### config.mk
export PLATFORM = sky130hd
export DESIGN_NAME = fba_servo_balance_control
export DESIGN_NICKNAME = d
export VERILOG_FILES = /design/src/hw/fba_pkg.sv /design/src/hw/fba_servo_balance_control.sv
export SDC_FILE = /design/constraint.sdc
export NUM_CORES = 1
export LEC_CHECK = 0
export BUFFER_PORTS_ARGS = -buffer_cell sky130_fd_sc_hd__buf_4
export CAP_MARGIN = 20
export CORE_MARGIN = 8
export CORE_UTILIZATION = 50
export DETAILED_ROUTE_END_ITERATION = 12
export HOLD_SLACK_MARGIN = 0.08
export PLACE_DENSITY = 0.75
export SYNTH_ARGS = -nofsm -noshare
export SYNTH_HDL_FRONTEND = slang
export SYNTH_SLANG_ARGS = --single-unit
### constraint.sdc
create_clock -name sys_clk_in -period 3.92 [get_ports sys_clk_in]
set_input_delay 0.196 -clock sys_clk_in [delete_from_list [all_inputs] [get_ports sys_clk_in]]
set_output_delay 0.196 -clock sys_clk_in [all_outputs]
set_load 0.03 [all_outputs]
### src/hw/fba_pkg.sv
// package: constants, types and state record of the focus balance auto adjust block
package fba_pkg;

    // register byte offsets on the avalon slave
    localparam logic [3:0]  FBA_OFS_CTRL      = 4'h0;
    localparam logic [3:0]  FBA_OFS_DWELL     = 4'h4;
    localparam logic [3:0]  FBA_OFS_STATUS    = 4'h8;
    localparam logic [3:0]  FBA_OFS_ERRCNT    = 4'hc;

    // control fields
    localparam int          FBA_CTRL_PLAY_BIT    = 0;
    localparam int          FBA_CTRL_RESTART_BIT = 1;

    // status fields
    localparam int          FBA_STAT_BUSY_BIT    = 0;
    localparam int          FBA_STAT_DONE_BIT    = 1;
    localparam int          FBA_STAT_STEP_LSB    = 4;
    localparam int          FBA_STAT_BEST_LSB    = 8;
    localparam int          FBA_STAT_SEL_LSB     = 12;

    // reset values and limits
    localparam logic [7:0]  FBA_DWELL_RST     = 8'h10;
    localparam logic [7:0]  FBA_CNT_MAX       = 8'hff;
    localparam logic [3:0]  FBA_STEP_FIRST    = 4'h0;
    localparam logic [3:0]  FBA_STEP_LAST     = 4'h8;
    localparam logic [3:0]  FBA_STEP_INH      = 4'h0;
    localparam int          FBA_SR_W          = 8;

    typedef enum logic [1:0] {
        FBA_IDLE,
        FBA_MEASURE
    } fba_state_t;

    // avalon-mm request from the master
    typedef struct packed {
        logic        read;
        logic        write;
        logic [3:0]  address;
        logic [31:0] writedata;
    } fba_avs_req_t;

    // avalon-mm answer to the master
    typedef struct packed {
        logic        waitrequest;
        logic [31:0] readdata;
    } fba_avs_rsp_t;

    // select code toward the 8-channel resistor multiplexer
    typedef struct packed {
        logic        mux_inhibit;
        logic [2:0]  level;
    } fba_sel_t;

    // whole state of the block
    typedef struct packed {
        logic                 wck_meta;
        logic                 wck_sync;
        logic                 wck_prev;
        logic                 frm_meta;
        logic                 frm_sync;
        logic                 frm_prev;
        logic                 err_meta;
        logic                 err_sync;
        logic [FBA_SR_W-1:0]  shreg;
        logic [FBA_SR_W-1:0]  latched;
        logic                 frame_pend;
        logic                 ack;
        logic [31:0]          rdata;
        logic                 play;
        logic                 play_prev;
        logic [7:0]           dwell;
        fba_state_t           state;
        logic                 done;
        logic [3:0]           step;
        logic [3:0]           best_step;
        logic [7:0]           frame_cnt;
        logic [7:0]           err_cnt;
        logic [7:0]           best_cnt;
        fba_sel_t             sel;
    } fba_st_t;

endpackage : fba_pkg

### src/hw/fba_servo_balance_control.sv
// focus balance auto adjust: error frame counter and resistor step selector
//
// Contract
// - new adjustment starts on disc exchange or on stop-to-play change
// - pick one of nine balance steps by decoding error count
// - error flag shifts in on word clock, latched out on frame pulse
// - latched shift outputs ORed into one per-frame error indication
// - count error frames, drive inhibit plus three address lines to mux
// - inhibit high disconnects all; else C,B,A binary level 0 to 7
// - settle on the step with about the lowest error count tried
`timescale 1ns/1ps
module fba_servo_balance_control
    import fba_pkg::*;
(
    // clock and reset
    input  wire logic          sys_clk_in,
    input  wire logic          arst_n_in,
    // register bus
    input  wire fba_avs_req_t  avs_req_in,
    output fba_avs_rsp_t       avs_rsp_out,
    // decoder pins, asynchronous to sys_clk_in
    input  wire logic          decode_error_flag_in,
    input  wire logic          word_period_clock_in,
    input  wire logic          frame_latch_pulse_in,
    // resistor multiplexer select
    output fba_sel_t           mux_sel_out
);

    // whole block state lives in one record; the comb block below builds
    // its successor and a single flop process registers it, so no field
    // can be forgotten in reset or left without a next value
    // the record is wide, but every bit of it is plain flops
    fba_st_t st_reg;
    fba_st_t st_next;

    // combinational helpers; decoded once here so the sequencer and the
    // bus decode read the same strobes within a cycle
    logic       wck_rise;
    logic       frm_rise;
    logic       acc;
    logic       wr_go;
    logic       trig;
    logic       frame_err;
    logic [7:0] dwell_eff;
    logic [7:0] fc_new;
    logic [7:0] ec_new;

    // next-state logic for the whole block
    // every field defaults to its held value, so a field left untouched
    // on some path keeps its state instead of inferring a latch
    always_comb begin
        st_next   = st_reg;
        wck_rise  = st_reg.wck_sync & ~st_reg.wck_prev;
        frm_rise  = st_reg.frm_sync & ~st_reg.frm_prev;
        acc       = avs_req_in.read | avs_req_in.write;
        wr_go     = avs_req_in.write & st_reg.ack;
        trig      = 1'b0;
        frame_err = |st_reg.latched;
        dwell_eff = (st_reg.dwell == 8'h00) ? 8'h01 : st_reg.dwell;
        fc_new    = st_reg.frame_cnt + 8'h01;
        ec_new    = st_reg.err_cnt;

        // two-stage synchronisers; the first stage is never read by logic
        // the decoder pins run on their own oscillator, so each one passes
        // two flops before any logic; a third flop gives the edge detect,
        // which means every pin phase must last longer than one clock to be seen
        // the error flag needs no edge detect, it is sampled as a level
        st_next.wck_meta = word_period_clock_in;
        st_next.wck_sync = st_reg.wck_meta;
        st_next.wck_prev = st_reg.wck_sync;
        st_next.frm_meta = frame_latch_pulse_in;
        st_next.frm_sync = st_reg.frm_meta;
        st_next.frm_prev = st_reg.frm_sync;
        st_next.err_meta = decode_error_flag_in;
        st_next.err_sync = st_reg.err_meta;

        // strobed shift register: shift on word clock, latch on frame pulse
        // the latch copy is what the counter sees, so the shift chain can
        // keep filling with the next frame's flags while this one is judged
        // the chain holds only the last eight words of each frame
        if (wck_rise) begin
            st_next.shreg = {st_reg.shreg[FBA_SR_W-2:0], st_reg.err_sync};
        end
        if (frm_rise) begin
            st_next.latched = st_reg.shreg;
        end
        // OR is taken one cycle later, from the latched copy
        // the one-cycle lag lets the latch settle before the OR is read;
        // any single erring word marks the whole frame
        st_next.frame_pend = frm_rise;

        // avalon slave: one wait cycle, answer on the second cycle
        // read data is captured while waitrequest is still high, so it is
        // already standing from a flop at the edge where the master takes it;
        // the price is one fixed wait state on every access
        // ack clears itself after one cycle, so back-to-back requests work
        st_next.ack = acc & ~st_reg.ack;
        if (acc & ~st_reg.ack & avs_req_in.read) begin
            unique case (avs_req_in.address)
                FBA_OFS_CTRL:   st_next.rdata = {31'h0, st_reg.play};
                FBA_OFS_DWELL:  st_next.rdata = {24'h0, st_reg.dwell};
                FBA_OFS_STATUS: begin
                    st_next.rdata = 32'h0;
                    st_next.rdata[FBA_STAT_BUSY_BIT] = (st_reg.state == FBA_MEASURE);
                    st_next.rdata[FBA_STAT_DONE_BIT] = st_reg.done;
                    st_next.rdata[FBA_STAT_STEP_LSB +: 4] = st_reg.step;
                    st_next.rdata[FBA_STAT_BEST_LSB +: 4] = st_reg.best_step;
                    st_next.rdata[FBA_STAT_SEL_LSB +: 4]  = st_reg.sel;
                end
                FBA_OFS_ERRCNT: st_next.rdata = {16'h0, st_reg.err_cnt, st_reg.best_cnt};
                default:        st_next.rdata = 32'h0;    // unmapped reads as zero
            endcase
        end
        // writes act only at the edge where waitrequest is low, so a held
        // request never writes twice
        if (wr_go) begin
            unique case (avs_req_in.address)
                FBA_OFS_CTRL: begin
                    st_next.play = avs_req_in.writedata[FBA_CTRL_PLAY_BIT];
                    // restart bit stands for a disc exchange, it is not stored
                    trig = avs_req_in.writedata[FBA_CTRL_RESTART_BIT];
                end
                FBA_OFS_DWELL: st_next.dwell = avs_req_in.writedata[7:0];
                default: ;                                    // writes elsewhere ignored
            endcase
        end

        // stop-to-play edge also starts a run
        // play_prev lags play by one clock, so only a low-to-high change of
        // the stored bit fires; rewriting play as one does nothing
        st_next.play_prev = st_reg.play;
        if (st_reg.play & ~st_reg.play_prev) begin
            trig = 1'b1;
        end

        // adjustment sequencer
        // each step is held for the programmed number of frames, one if zero; the count
        // of erring frames is compared against the best seen so far and the
        // winner is restored once the last step has been tried
        // limitation: the first frame after a step change is counted too
        // frames that arrive while idle change nothing
        unique case (st_reg.state)
            FBA_IDLE: ;                                  // select held as chosen
            FBA_MEASURE: begin
                if (st_reg.frame_pend) begin
                    // saturate rather than wrap so a bad step never looks good
                    if (frame_err && st_reg.err_cnt != FBA_CNT_MAX) begin
                        ec_new = st_reg.err_cnt + 8'h01;
                    end
                    st_next.frame_cnt = fc_new;
                    st_next.err_cnt   = ec_new;
                    if (fc_new >= dwell_eff) begin
                        // strict compare keeps the earlier step on a tie
                        if (ec_new < st_reg.best_cnt) begin
                            st_next.best_cnt  = ec_new;
                            st_next.best_step = st_reg.step;
                        end
                        st_next.frame_cnt = 8'h00;
                        st_next.err_cnt   = 8'h00;
                        if (st_reg.step == FBA_STEP_LAST) begin
                            if (ec_new < st_reg.best_cnt) begin
                                st_next.step = st_reg.step;
                            end else begin
                                st_next.step = st_reg.best_step;
                            end
                            st_next.state = FBA_IDLE;
                            st_next.done  = 1'b1;
                        end else begin
                            st_next.step = st_reg.step + 4'h1;
                        end
                    end
                end
            end
            default: st_next.state = FBA_IDLE;
        endcase

        // a trigger restarts from the first step, even mid-run
        // placed after the sequencer so it overrides any step change made in
        // the same cycle; a restart never leaves a half-finished search behind
        if (trig) begin
            st_next.state     = FBA_MEASURE;
            st_next.done      = 1'b0;
            st_next.step      = FBA_STEP_FIRST;
            st_next.best_step = FBA_STEP_FIRST;
            st_next.best_cnt  = FBA_CNT_MAX;
            st_next.frame_cnt = 8'h00;
            st_next.err_cnt   = 8'h00;
        end

        // step 0 is the inhibit setting, steps 1..8 map to levels 0..7
        // decoded from the next step so the select pins move in the same
        // clock as the step register, with no extra cycle of stale code
        if (st_next.step == FBA_STEP_INH) begin
            st_next.sel.mux_inhibit = 1'b1;
            st_next.sel.level       = 3'h0;
        end else begin
            st_next.sel.mux_inhibit = 1'b0;
            st_next.sel.level       = 3'(st_next.step - 4'h1);
        end
    end

    // state register
    // reset puts the multiplexer on inhibit so no balance resistor is
    // switched in before software or a trigger asks for a search
    always_ff @(posedge sys_clk_in or negedge arst_n_in) begin
        if (!arst_n_in) begin
            st_reg                 <= '0;
            st_reg.dwell           <= FBA_DWELL_RST;
            st_reg.best_cnt        <= FBA_CNT_MAX;
            st_reg.sel.mux_inhibit <= 1'b1;
        end else begin
            st_reg <= st_next;
        end
    end

    // outputs; waitrequest is combinational, data from flops
    // the answer record is driven whole by one assignment, so the output
    // has a single driver
    assign avs_rsp_out = '{waitrequest: acc & ~st_reg.ack, readdata: st_reg.rdata};
    assign mux_sel_out             = st_reg.sel;

endmodule : fba_servo_balance_control

After elaboration in Yosys (flattened, before gate mapping)
Index checks and enable logic that the tools add are counted.
{"block": "classes", "add_sub_neg": 4, "multipliers": 0, "div_mod_pow": 0, "magnitude_cmp": 2, "n_eq_ne": 10, "n_shift": 0, "muxes": 18, "bitwise_logic": 11, "reduce_logical": 18}
{"cell": "35-bit two-way mux", "n": 3}
{"cell": "16-bit one-hot mux with 4 select lines", "n": 1}
{"cell": "8-bit two-way mux", "n": 5}
{"cell": "33-bit two-way mux", "n": 1}
{"cell": "8-bit by 1-bit adder with 8-bit output, second input constant", "n": 2}
{"cell": "4-bit == test, second input constant", "n": 3}
{"cell": "4-bit two-way mux", "n": 3}
{"cell": "4-bit AND reduction", "n": 3}
{"cell": "2-bit nonzero test", "n": 5}
{"cell": "8-bit >= comparator", "n": 1}
{"cell": "4-bit zero test", "n": 2}
{"cell": "8-bit zero test", "n": 1}
{"cell": "8-bit < comparator", "n": 1}
{"cell": "8-bit != test, second input constant", "n": 1}
{"cell": "8-bit OR reduction", "n": 1}
{"cell": "1-bit AND", "n": 6}
{"cell": "3-bit by 2-bit != test with 1-bit output, second input constant", "n": 2}
{"cell": "2-bit AND reduction", "n": 3}
{"cell": "4-bit by 1-bit adder with 4-bit output, second input constant", "n": 1}
{"cell": "4-bit by 3-bit == test with 1-bit output, second input constant", "n": 1}
{"cell": "1-bit inverter", "n": 4}
{"cell": "2-bit one-hot mux with 2 select lines", "n": 1}
{"cell": "1-bit two-way mux", "n": 3}
{"cell": "3-bit two-way mux", "n": 1}
{"cell": "other kinds (8)", "n": 8}
{"block": "totals", "ff_bits": 107, "latchBits": 0, "mem_bits_rw": 0, "romBits": 0, "input_bits": 43, "memories": 0}

Depth between registers and ports, before layout
Gate-level depths: netlist of the first run.
{"block": "depth", "word_depth": 14, "ltp_mapped": 16}

Worst setup path after synthesis of the first run
OpenSTA, ideal clock, no wires.
{"block": "synth_timing", "path_kind": "reg-to-reg", "from": "register st_reg[12] (netlist name)", "to": "register st_reg (netlist bit mux_sel_out[2])", "setup_time_ps": 74, "arrival_ps": 3291, "t_required_ps": 3846, "setup_slack_ps": 555, "stages_incl_launch_ff": 16, "synth_period_minus_slack_ps": 3365, "path_cell_list": "dfrtp_1 > ha_1 > nand3_1 > nor3_4 > nor2_1 > nand4_1 > nor2_1 > xor2_1 > ha_1 > nor2b_1 > o21ai_0 > o211ai_1 > o2111a_1 > o31a_1 > nand3b_1 > o21ai_2"}
{"element": "from (decl)", "line": "fba_servo_balance_control.sv:33", "source": "fba_st_t st_reg;"}
{"element": "from (signal assigned)", "line": "fba_servo_balance_control.sv:212", "source": "st_reg <= st_next;"}

==> results.md, run 1 <==
- Status: complete, no violations
- Buffers on Ports: 39
- I/O pin count: 80
- Cts repair resizes: 0
- Placer congestion estimate: 0.8320
- Seq/Total Area, Yosys: 47.72%
- Clk pwr share: 28.0%
- Mux share of post-synthesis cell area: 8.331%
- EDFF count, synth: 0
- Crit share post-route: 94.16%
- First-pass GRT wire length: 16.39 mm
- Worst Tran Pin Value: 0.8938 ns
- Clk_lat worst skew: 0.36 ns
- R2r endpoint: mux_sel_out[2]$_DFF_PN0_
- Pre-CTS setup slack: 0.2558 ns
- Arrival @ worst endpoint: 3.94 ns
- Diodes inserted: 0
- Num CTS Buffers: 9
- Slew HR: 40.41%
- Distinct cells, synth: 60
- Pin count of the biggest net entering global routing: 52
- Post-Synth Adder-Cell Area: 5.009%
- Power Density: 435.0 nW/um2
- DRC viols: 0
- Die height: 113.4 um
- Largest register FFs: 64
- Crit path time final: 3.691 ns
- Vias in the first global route: 3,365
- Xor-xnor portion of the synthesized cell area: 2.215%
- Peak Freq: 270.9 MHz
- Clock skew: 0.01476 ns
- Main combinational cell family by area after synthesis: compound AO/OA/AOI/OAI gates
- Post-DP Area: 4977 um2
- Initial antenna violation count: 0
- Worst path depth: 14
- Setup total negative slack: 0 ns
- Combinational power share: 21.5%
- Max Cap Viol: 0
- Max Slew Vio Count: 0
- Worst hold path class: input pin to flip-flop
- CTS sink cnt: 90
- Ys Warns: 0
- Number of DRC violations after detailed-routing iteration 0: 198
- Per-cell routed wire length: 15.80 um
- Setup violations, final: 0
- Critical path peak fanout: 7
- Family with the most delay on the worst path: compound AO/OA/AOI/OAI gates
- DRT antenna net count: 0
- Post-synth ARST share: 100.0%
- Drt first pass iters: 4
- Most frequent cells in the layout: dfrtp_1 (80), nand2_1 (57), buf_4 (47), o21ai_0 (32), nor2_1 (22)
- Slowest-stage cell, CP: o211ai_1
- Htree depth: 3
- Reg clk slew, reported paths: 0.09 ns
- Crit path launch: st_reg[12]$_DFFE_PN0P_
- Critical path buffers and inverters: 0
- Worst reg-to-reg setup slack: 0.23 ns
- Layout Nets: 548
- Critical path destination: mux_sel_out[2]$_DFF_PN0_
- Ys flop type: dfrtp_1
- Core Area: 9240 um2
- Die Width: 113.4 um
- Critical Path End Type: flip-flop
- Setup CP Type: flip-flop to flip-flop
- Synth Area in Compound Gates: 14.82%
- DP Wirelength: 7.170 mm
- Die ar.: 12,870 um2
- Mean Syn Cell Area: 10.48 um2
- Reg-to-reg startpoint: st_reg[12]$_DFFE_PN0P_
- Overall power: 2.309 mW
- Final worst slack: 0.2291 ns
- R2R cell count: 14
- Cells after Synth: 453
- Sw Pwr: 716.4 uW
- Register share of total power: 50.6%
- Slowest stage delay, CP: 0.57 ns
- Fraction of layout cells with a size suffix above 1: 22.81%
- Switching Fraction: 31.02%
- Final instance area: 5309 um2
- Vias: 3,380
- Number of core rows: 35
- Worst path cell trace: ha_1 -> nand3_1 -> nor3_4 -> nor2_1 -> and4_1 -> nand3_1 -> xnor2_1 -> ha_1 -> nand4_1 -> o211ai_1 -> o2111ai_1 -> a31oi_4 -> or2_4 -> o21ai_2
- CTS root buffer: clkbuf_8
- Area Overhead vs Synth: 11.86%
- RSZ-0062 raised after global routing: no
- Commonest non-fill, non-tap cell in the layout: dfrtp_1
- Leak: 2.520 nW
- TritonCTS clock tree: yes
- GR Overflow Total: 0
- Drt total wl: 9.795 mm
- Post-synthesis simple-gate area fraction: 13.16%
- DR vias/cell: 5.452
- Utilization after layout: 57.45%
- Startpoint Class: flip-flop
- VDD IR-drop max: 310.5 uV
- Register bit count reported by yosys: 90
- Clock Path Buffers: 2
- Int Pwr: 1.593 mW
- Synthesized area: 4746 um2
- Initial Utilization: 51.36%
- Worst path required time: 4.17 ns
- Fin. Hold Viols: 0
- GRT Total Usage: 15.75%
routing by layer:
metal / GRT usage (%) / up-vias / routed length [um]
li1: - / 1611 / -
met1: 19.87 / 1663 / 4443
met2: 25.79 / 92 / 4623
met3: 4.173 / 14 / 590
met4: 5.062 / 0 / 136
met5: 0 / - / 0
worst min-delay path, delay by kind of cell:
family | cells | cell delay, ns
AOI/OAI and AO/OA | 1 | 0.06
and+or+nand+nor | 2 | 0.10
buffers and inverters | 1 | 0.09
cells in the mapped netlist (all sizes together), types with 4 or more instances:
cell    number  area, um2
dfstp       10      262.8
a22o         9      78.83
buf         40      291.5
o31ai       13      97.59
xor2         5      43.79
nor2        24      100.1
clkbuf      12      45.04
o21ai       35      186.4
dfrtp       80       2002
xnor2        7      61.31
mux2        18      202.7
ha          19      237.7
and3         5      31.28
mux2i       17      170.2
nand3        9      45.04
inv         20      75.07
o211ai      10      80.07
a22oi        5      37.54
or3          4      30.03
nor2b        6      37.54
a21oi        8      40.04
nand2       59      226.5
cells by family (layout without fill, tap and decap cells):
group,count (synthesis),in the layout
buffers and inverters,72,95
AOI/OAI and AO/OA,97,97
muxes,36,36
and+or+nand+nor,126,126
xor gates and xnor gates,12,12
DFF,90,90
adders and majority gates,19,19
other,1,16
cell type report:
cell class / instances / area (um2)
Timing Repair Buffer: 59 / 473.0
Tap cell: 129 / 161.4
Clock buffer: 11 / 141.4
Sequential cell: 90 / 2265
Clock inverter: 5 / 62.56
Multi-Input combinational cell: 306 / 2131
Fill cell: 762 / 3931
Inverter: 20 / 75.07
per-stage QoR:
step           hold slack, ns  cells
6_report               0.1157    620
5_1_grt                0.1177    620
4_1_cts                0.1061    619
3_5_place_dp           0.2613    591
3_3_place_gp           0.2594    590
2_1_floorplan        -0.09959    468
how the worst min path moves through the flow:
stage,cells past startpoint,endpoint,from,slack [ns]
6_report,4,avs_rsp_out[0]$_DFFE_PN0P_,avs_req_in[32],0.12
5_1_grt,3,st_reg[81]$_DFF_PN0_,avs_req_in[37],0.12
4_1_cts,4,avs_rsp_out[0]$_DFFE_PN0P_,avs_req_in[32],0.11
3_5_place_dp,1,st_reg[24]$_DFFE_PN0P_,arst_n_in,0.26
3_3_place_gp,1,st_reg[22]$_DFFE_PN0P_,arst_n_in,0.26
2_1_floorplan,0,avs_rsp_out[0]$_DFFE_PN0P_,arst_n_in,-0.1
power by group through the flow:
stage	clock [mW]	sequential [mW]	combinational, mW
global placement	0	1.18	0.461
detailed placement	0	1.18	0.490
finish	0.646	1.17	0.496
global route	0.692	1.19	0.555
CTS	0.665	1.17	0.499
floorplan	0	1.15	0.379
timing repair:
item,CTS,global route
hold endpoints to repair,54,0
hold buffers,12,0
setup endpoints to repair,0,4
setup buffers,0,1
(Power assumes the default switching activity.)
==> run 2: changes to the inputs <==
Clock period 3.92 ns to 4.75 ns, I/O delays scaled along.
==> run 2 against run 1 <==
Clock power shrank 14%. Final area is 0.99% lower. Global-route usage shrank 0.27 points. Clock skew shrank 0.0022 ns.
==> results.md, run 2 (synthesis results as in run 1) <==
- GR Overflow Total: 0 (unchanged)
- Critical path buffers and inverters: 1 (was 0)
- R2R cell count: 15 (was 14)
- Number of core rows: 35 (unchanged)
- Slew HR: 41.08% (was 40.41%)
- Diodes inserted: 0 (unchanged)
- Clk_lat worst skew: 0.36 ns (about the same)
- Setup CP Type: flip-flop to flip-flop (unchanged)
- Vias in the first global route: 3,236 (was 3,365)
- VDD IR-drop max: 260.7 uV (was 310.5 uV)
- Area occupied by multi-input gates: 2131 um2 (unchanged)
- Arrival @ worst endpoint: 4.37 ns (was 3.94 ns)
- R2r endpoint: st_reg[4]$_DFFE_PN1P_ (was mux_sel_out[2]$_DFF_PN0_)
- # fillers: 797 (was 762)
- Die ar.: 12,870 um2 (unchanged)
- Crit path time final: 4.093 ns (was 3.691 ns)
- Max Used Layer: met4 (unchanged)
- CTS root buffer: clkbuf_8 (unchanged)
- Slowest stage delay, CP: 0.55 ns (was 0.57 ns)
- Setup violations, final: 0 (unchanged)
- Htree depth: 3 (unchanged)
- Critical path peak fanout: 15 (was 7)
- Placer congestion estimate: 0.8387 (was 0.8320)
- Worst hold path depth: 3 (was 4)
- TritonCTS clock tree: yes (unchanged)
- CTS sink cnt: 90 (unchanged)
- RSZ-0062 raised after global routing: no (unchanged)
- GRT Total Usage: 15.48% (was 15.75%)
- Worst reg-to-reg setup slack: 0.66 ns (was 0.23 ns)
- Vias: 3,249 (was 3,380)
- DRT antenna net count: 0 (unchanged)
- Clock skew: 0.01259 ns (was 0.01476 ns)
- Worst Tran Pin Value: 0.8838 ns (was 0.8938 ns)
- Leak: 2.490 nW (was 2.520 nW)
- DRC viols: 0 (unchanged)
- Post-CTS Setup Bufs: 0 (unchanged)
- Layout Nets: 541 (was 548)
- Power Density: 365.5 nW/um2 (was 435.0 nW/um2)
- Num CTS Buffers: 9 (unchanged)
- Setup total negative slack: 0 ns (unchanged)
- Peak Freq: 244.3 MHz (was 270.9 MHz)
- DP Wirelength: 6.958 mm (was 7.170 mm)
- Worst Hold End: st_reg[45]$_DFFE_PN0P_ (was avs_rsp_out[0]$_DFFE_PN0P_)
- Core Area: 9240 um2 (unchanged)
- Area Overhead vs Synth: 10.76% (was 11.86%)
- Met3 routed WL: 488 um (was 590 um)
- Per-cell routed wire length: 15.41 um (was 15.80 um)
- First-pass GRT wire length: 15.97 mm (was 16.39 mm)
- Worst path cell trace: ha_1 -> nand3_1 -> nor3_4 -> nor2_1 -> nand4_1 -> nor2_1 -> xor2_1 -> ha_1 -> nor2b_1 -> o21ai_0 -> o211ai_1 -> nor3b_2 -> buf_4 -> mux2i_1 -> nand2_1 (was ha_1 -> nand3_1 -> nor3_4 -> nor2_1 -> and4_1 -> nand3_1 -> xnor2_1 -> ha_1 -> nand4_1 -> o211ai_1 -> o2111ai_1 -> a31oi_4 -> or2_4 -> o21ai_2)
- Die height: 113.4 um (unchanged)
- Most frequent cells in the layout: dfrtp_1 (80), nand2_1 (57), buf_4 (42), o21ai_0 (32), nor2_1 (22) (was dfrtp_1 (80), nand2_1 (57), buf_4 (47), o21ai_0 (32), nor2_1 (22))
- DR vias/cell: 5.309 (was 5.452)
- Commonest non-fill, non-tap cell in the layout: dfrtp_1 (unchanged)
- Initial Utilization: 51.36% (unchanged)
- Number of DRC violations after detailed-routing iteration 0: 138 (was 198)
- Routed wl met2: 4.301 mm (was 4.623 mm)
- Final instance area: 5256 um2 (was 5309 um2)
- Max Slew Vio Count: 0 (unchanged)
- Critical Path End Type: flip-flop (unchanged)
- Min-delay src: avs_req_in[6] (was avs_req_in[32])
- Max Cap Viol: 0 (unchanged)
- Reg area: 2265 um2 (unchanged)
- Initial antenna violation count: 0 (unchanged)
- Status: complete, no violations (unchanged)
- Fraction of layout cells with a size suffix above 1: 22.15% (was 22.81%)
- Worst hold path class: input pin to flip-flop (unchanged)
- Fin. Hold Viols: 0 (unchanged)
- Worst path required time: 5.03 ns (was 4.17 ns)
- Cts repair resizes: 0 (unchanged)
- Drt total wl: 9.431 mm (was 9.795 mm)
- Clock Path Buffers: 2 (unchanged)
- Startpoint Class: flip-flop (unchanged)
- Slowest-stage cell, CP: nor3b_2 (was o211ai_1)
- Drt first pass iters: 4 (unchanged)
- Buffers on Ports: 39 (unchanged)
- Reg clk slew, reported paths: 0.09 ns (about the same)
- Family with the most delay on the worst path: simple AND/OR/NAND/NOR gates (was compound AO/OA/AOI/OAI gates)
- Reg-to-reg startpoint: st_reg[12]$_DFFE_PN0P_ (unchanged)
- Largest register FFs: 64 (unchanged)
- Pin count of the biggest net entering global routing: 55 (was 52)
- Crit share post-route: 86.17% (was 94.16%)
- Post-DP Area: 4959 um2 (was 4977 um2)
- Die Width: 113.4 um (unchanged)
- M1 wire length: 4.494 mm (was 4.443 mm)
- I/O pin count: 80 (unchanged)
## run 2: worst max-delay path by stage
stage	cells past startpoint	start	endpoint	slack [ns]
2_1_floorplan	15	st_reg[12]$_DFFE_PN0P_	mux_sel_out[2]$_DFF_PN0_	1.39
3_3_place_gp	15	st_reg[12]$_DFFE_PN0P_	st_reg[4]$_DFFE_PN1P_	0.81
3_5_place_dp	15	st_reg[12]$_DFFE_PN0P_	st_reg[4]$_DFFE_PN1P_	0.70
4_1_cts	15	st_reg[12]$_DFFE_PN0P_	st_reg[4]$_DFFE_PN1P_	0.68
5_1_grt	15	st_reg[12]$_DFFE_PN0P_	st_reg[4]$_DFFE_PN1P_	0.28
6_report	15	st_reg[12]$_DFFE_PN0P_	st_reg[4]$_DFFE_PN1P_	0.66
## run 2: layout make-up
class | instances | share of cell area, %
sequential | 90 | 43.08
multi-input combinational | 306 | 40.54
timing repair buffer | 52 | 7.927
tap | 129 | 3.071
clock buffer | 10 | 2.428
clock inverter | 5 | 1.523
inverter | 20 | 1.428
## run 2: worst reg2reg max path, stage by stage (launching register included)
cell and delay, ns:
dfrtp_1 0.47, ha_1 0.27, nand3_1 0.14, nor3_4 0.06, nor2_1 0.33, nand4_1 0.26
nor2_1 0.19, xor2_1 0.30, ha_1 0.31, nor2b_1 0.14, o21ai_0 0.14, o211ai_1 0.30
nor3b_2 0.55, buf_4 0.30, mux2i_1 0.20, nand2_1 0.06
## run 2: per-layer routing
| layer | vias up | track usage, % |
|---|---|---|
| li1 | 1591 | - |
| met1 | 1584 | 19.78 |
| met2 | 61 | 24.76 |
| met3 | 13 | 4.173 |
| met4 | 0 | 5.506 |
| met5 | - | 0 |
## run 2: through the flow
stage | hold slack, ns | cells | total power [mW] | worst slack, ns | utilization [%]
after global routing | 0.1100 | 612 | 2.032 | 0.2790 | 56.89
after detailed placement | 0.3222 | 588 | 1.378 | 0.6992 | 53.66
final | 0.09483 | 612 | 1.921 | 0.6568 | 56.89
after floorplan | -0.05809 | 468 | 1.261 | 1.385 | -
after global placement | 0.3133 | 587 | 1.349 | 0.8085 | 53.54
after CTS | 0.08007 | 612 | 1.938 | 0.6813 | 56.89
## run 2: what timing repair did
action / 4_1_cts / 5_1_grt
endpoints found under the hold margin: 52 / 0
hold buffers: 9 / 0
setup endpoints to repair: 0 / 0
## run 2: power breakdown
group	total, mW	internal, mW	switching [mW]	leakage [nW]
Clock	0.557	0.293	0.265	0.0984
Sequential	0.963	0.879	0.0841	1.13
Combinational	0.401	0.173	0.228	1.26
Total	1.92	1.34	0.577	2.49
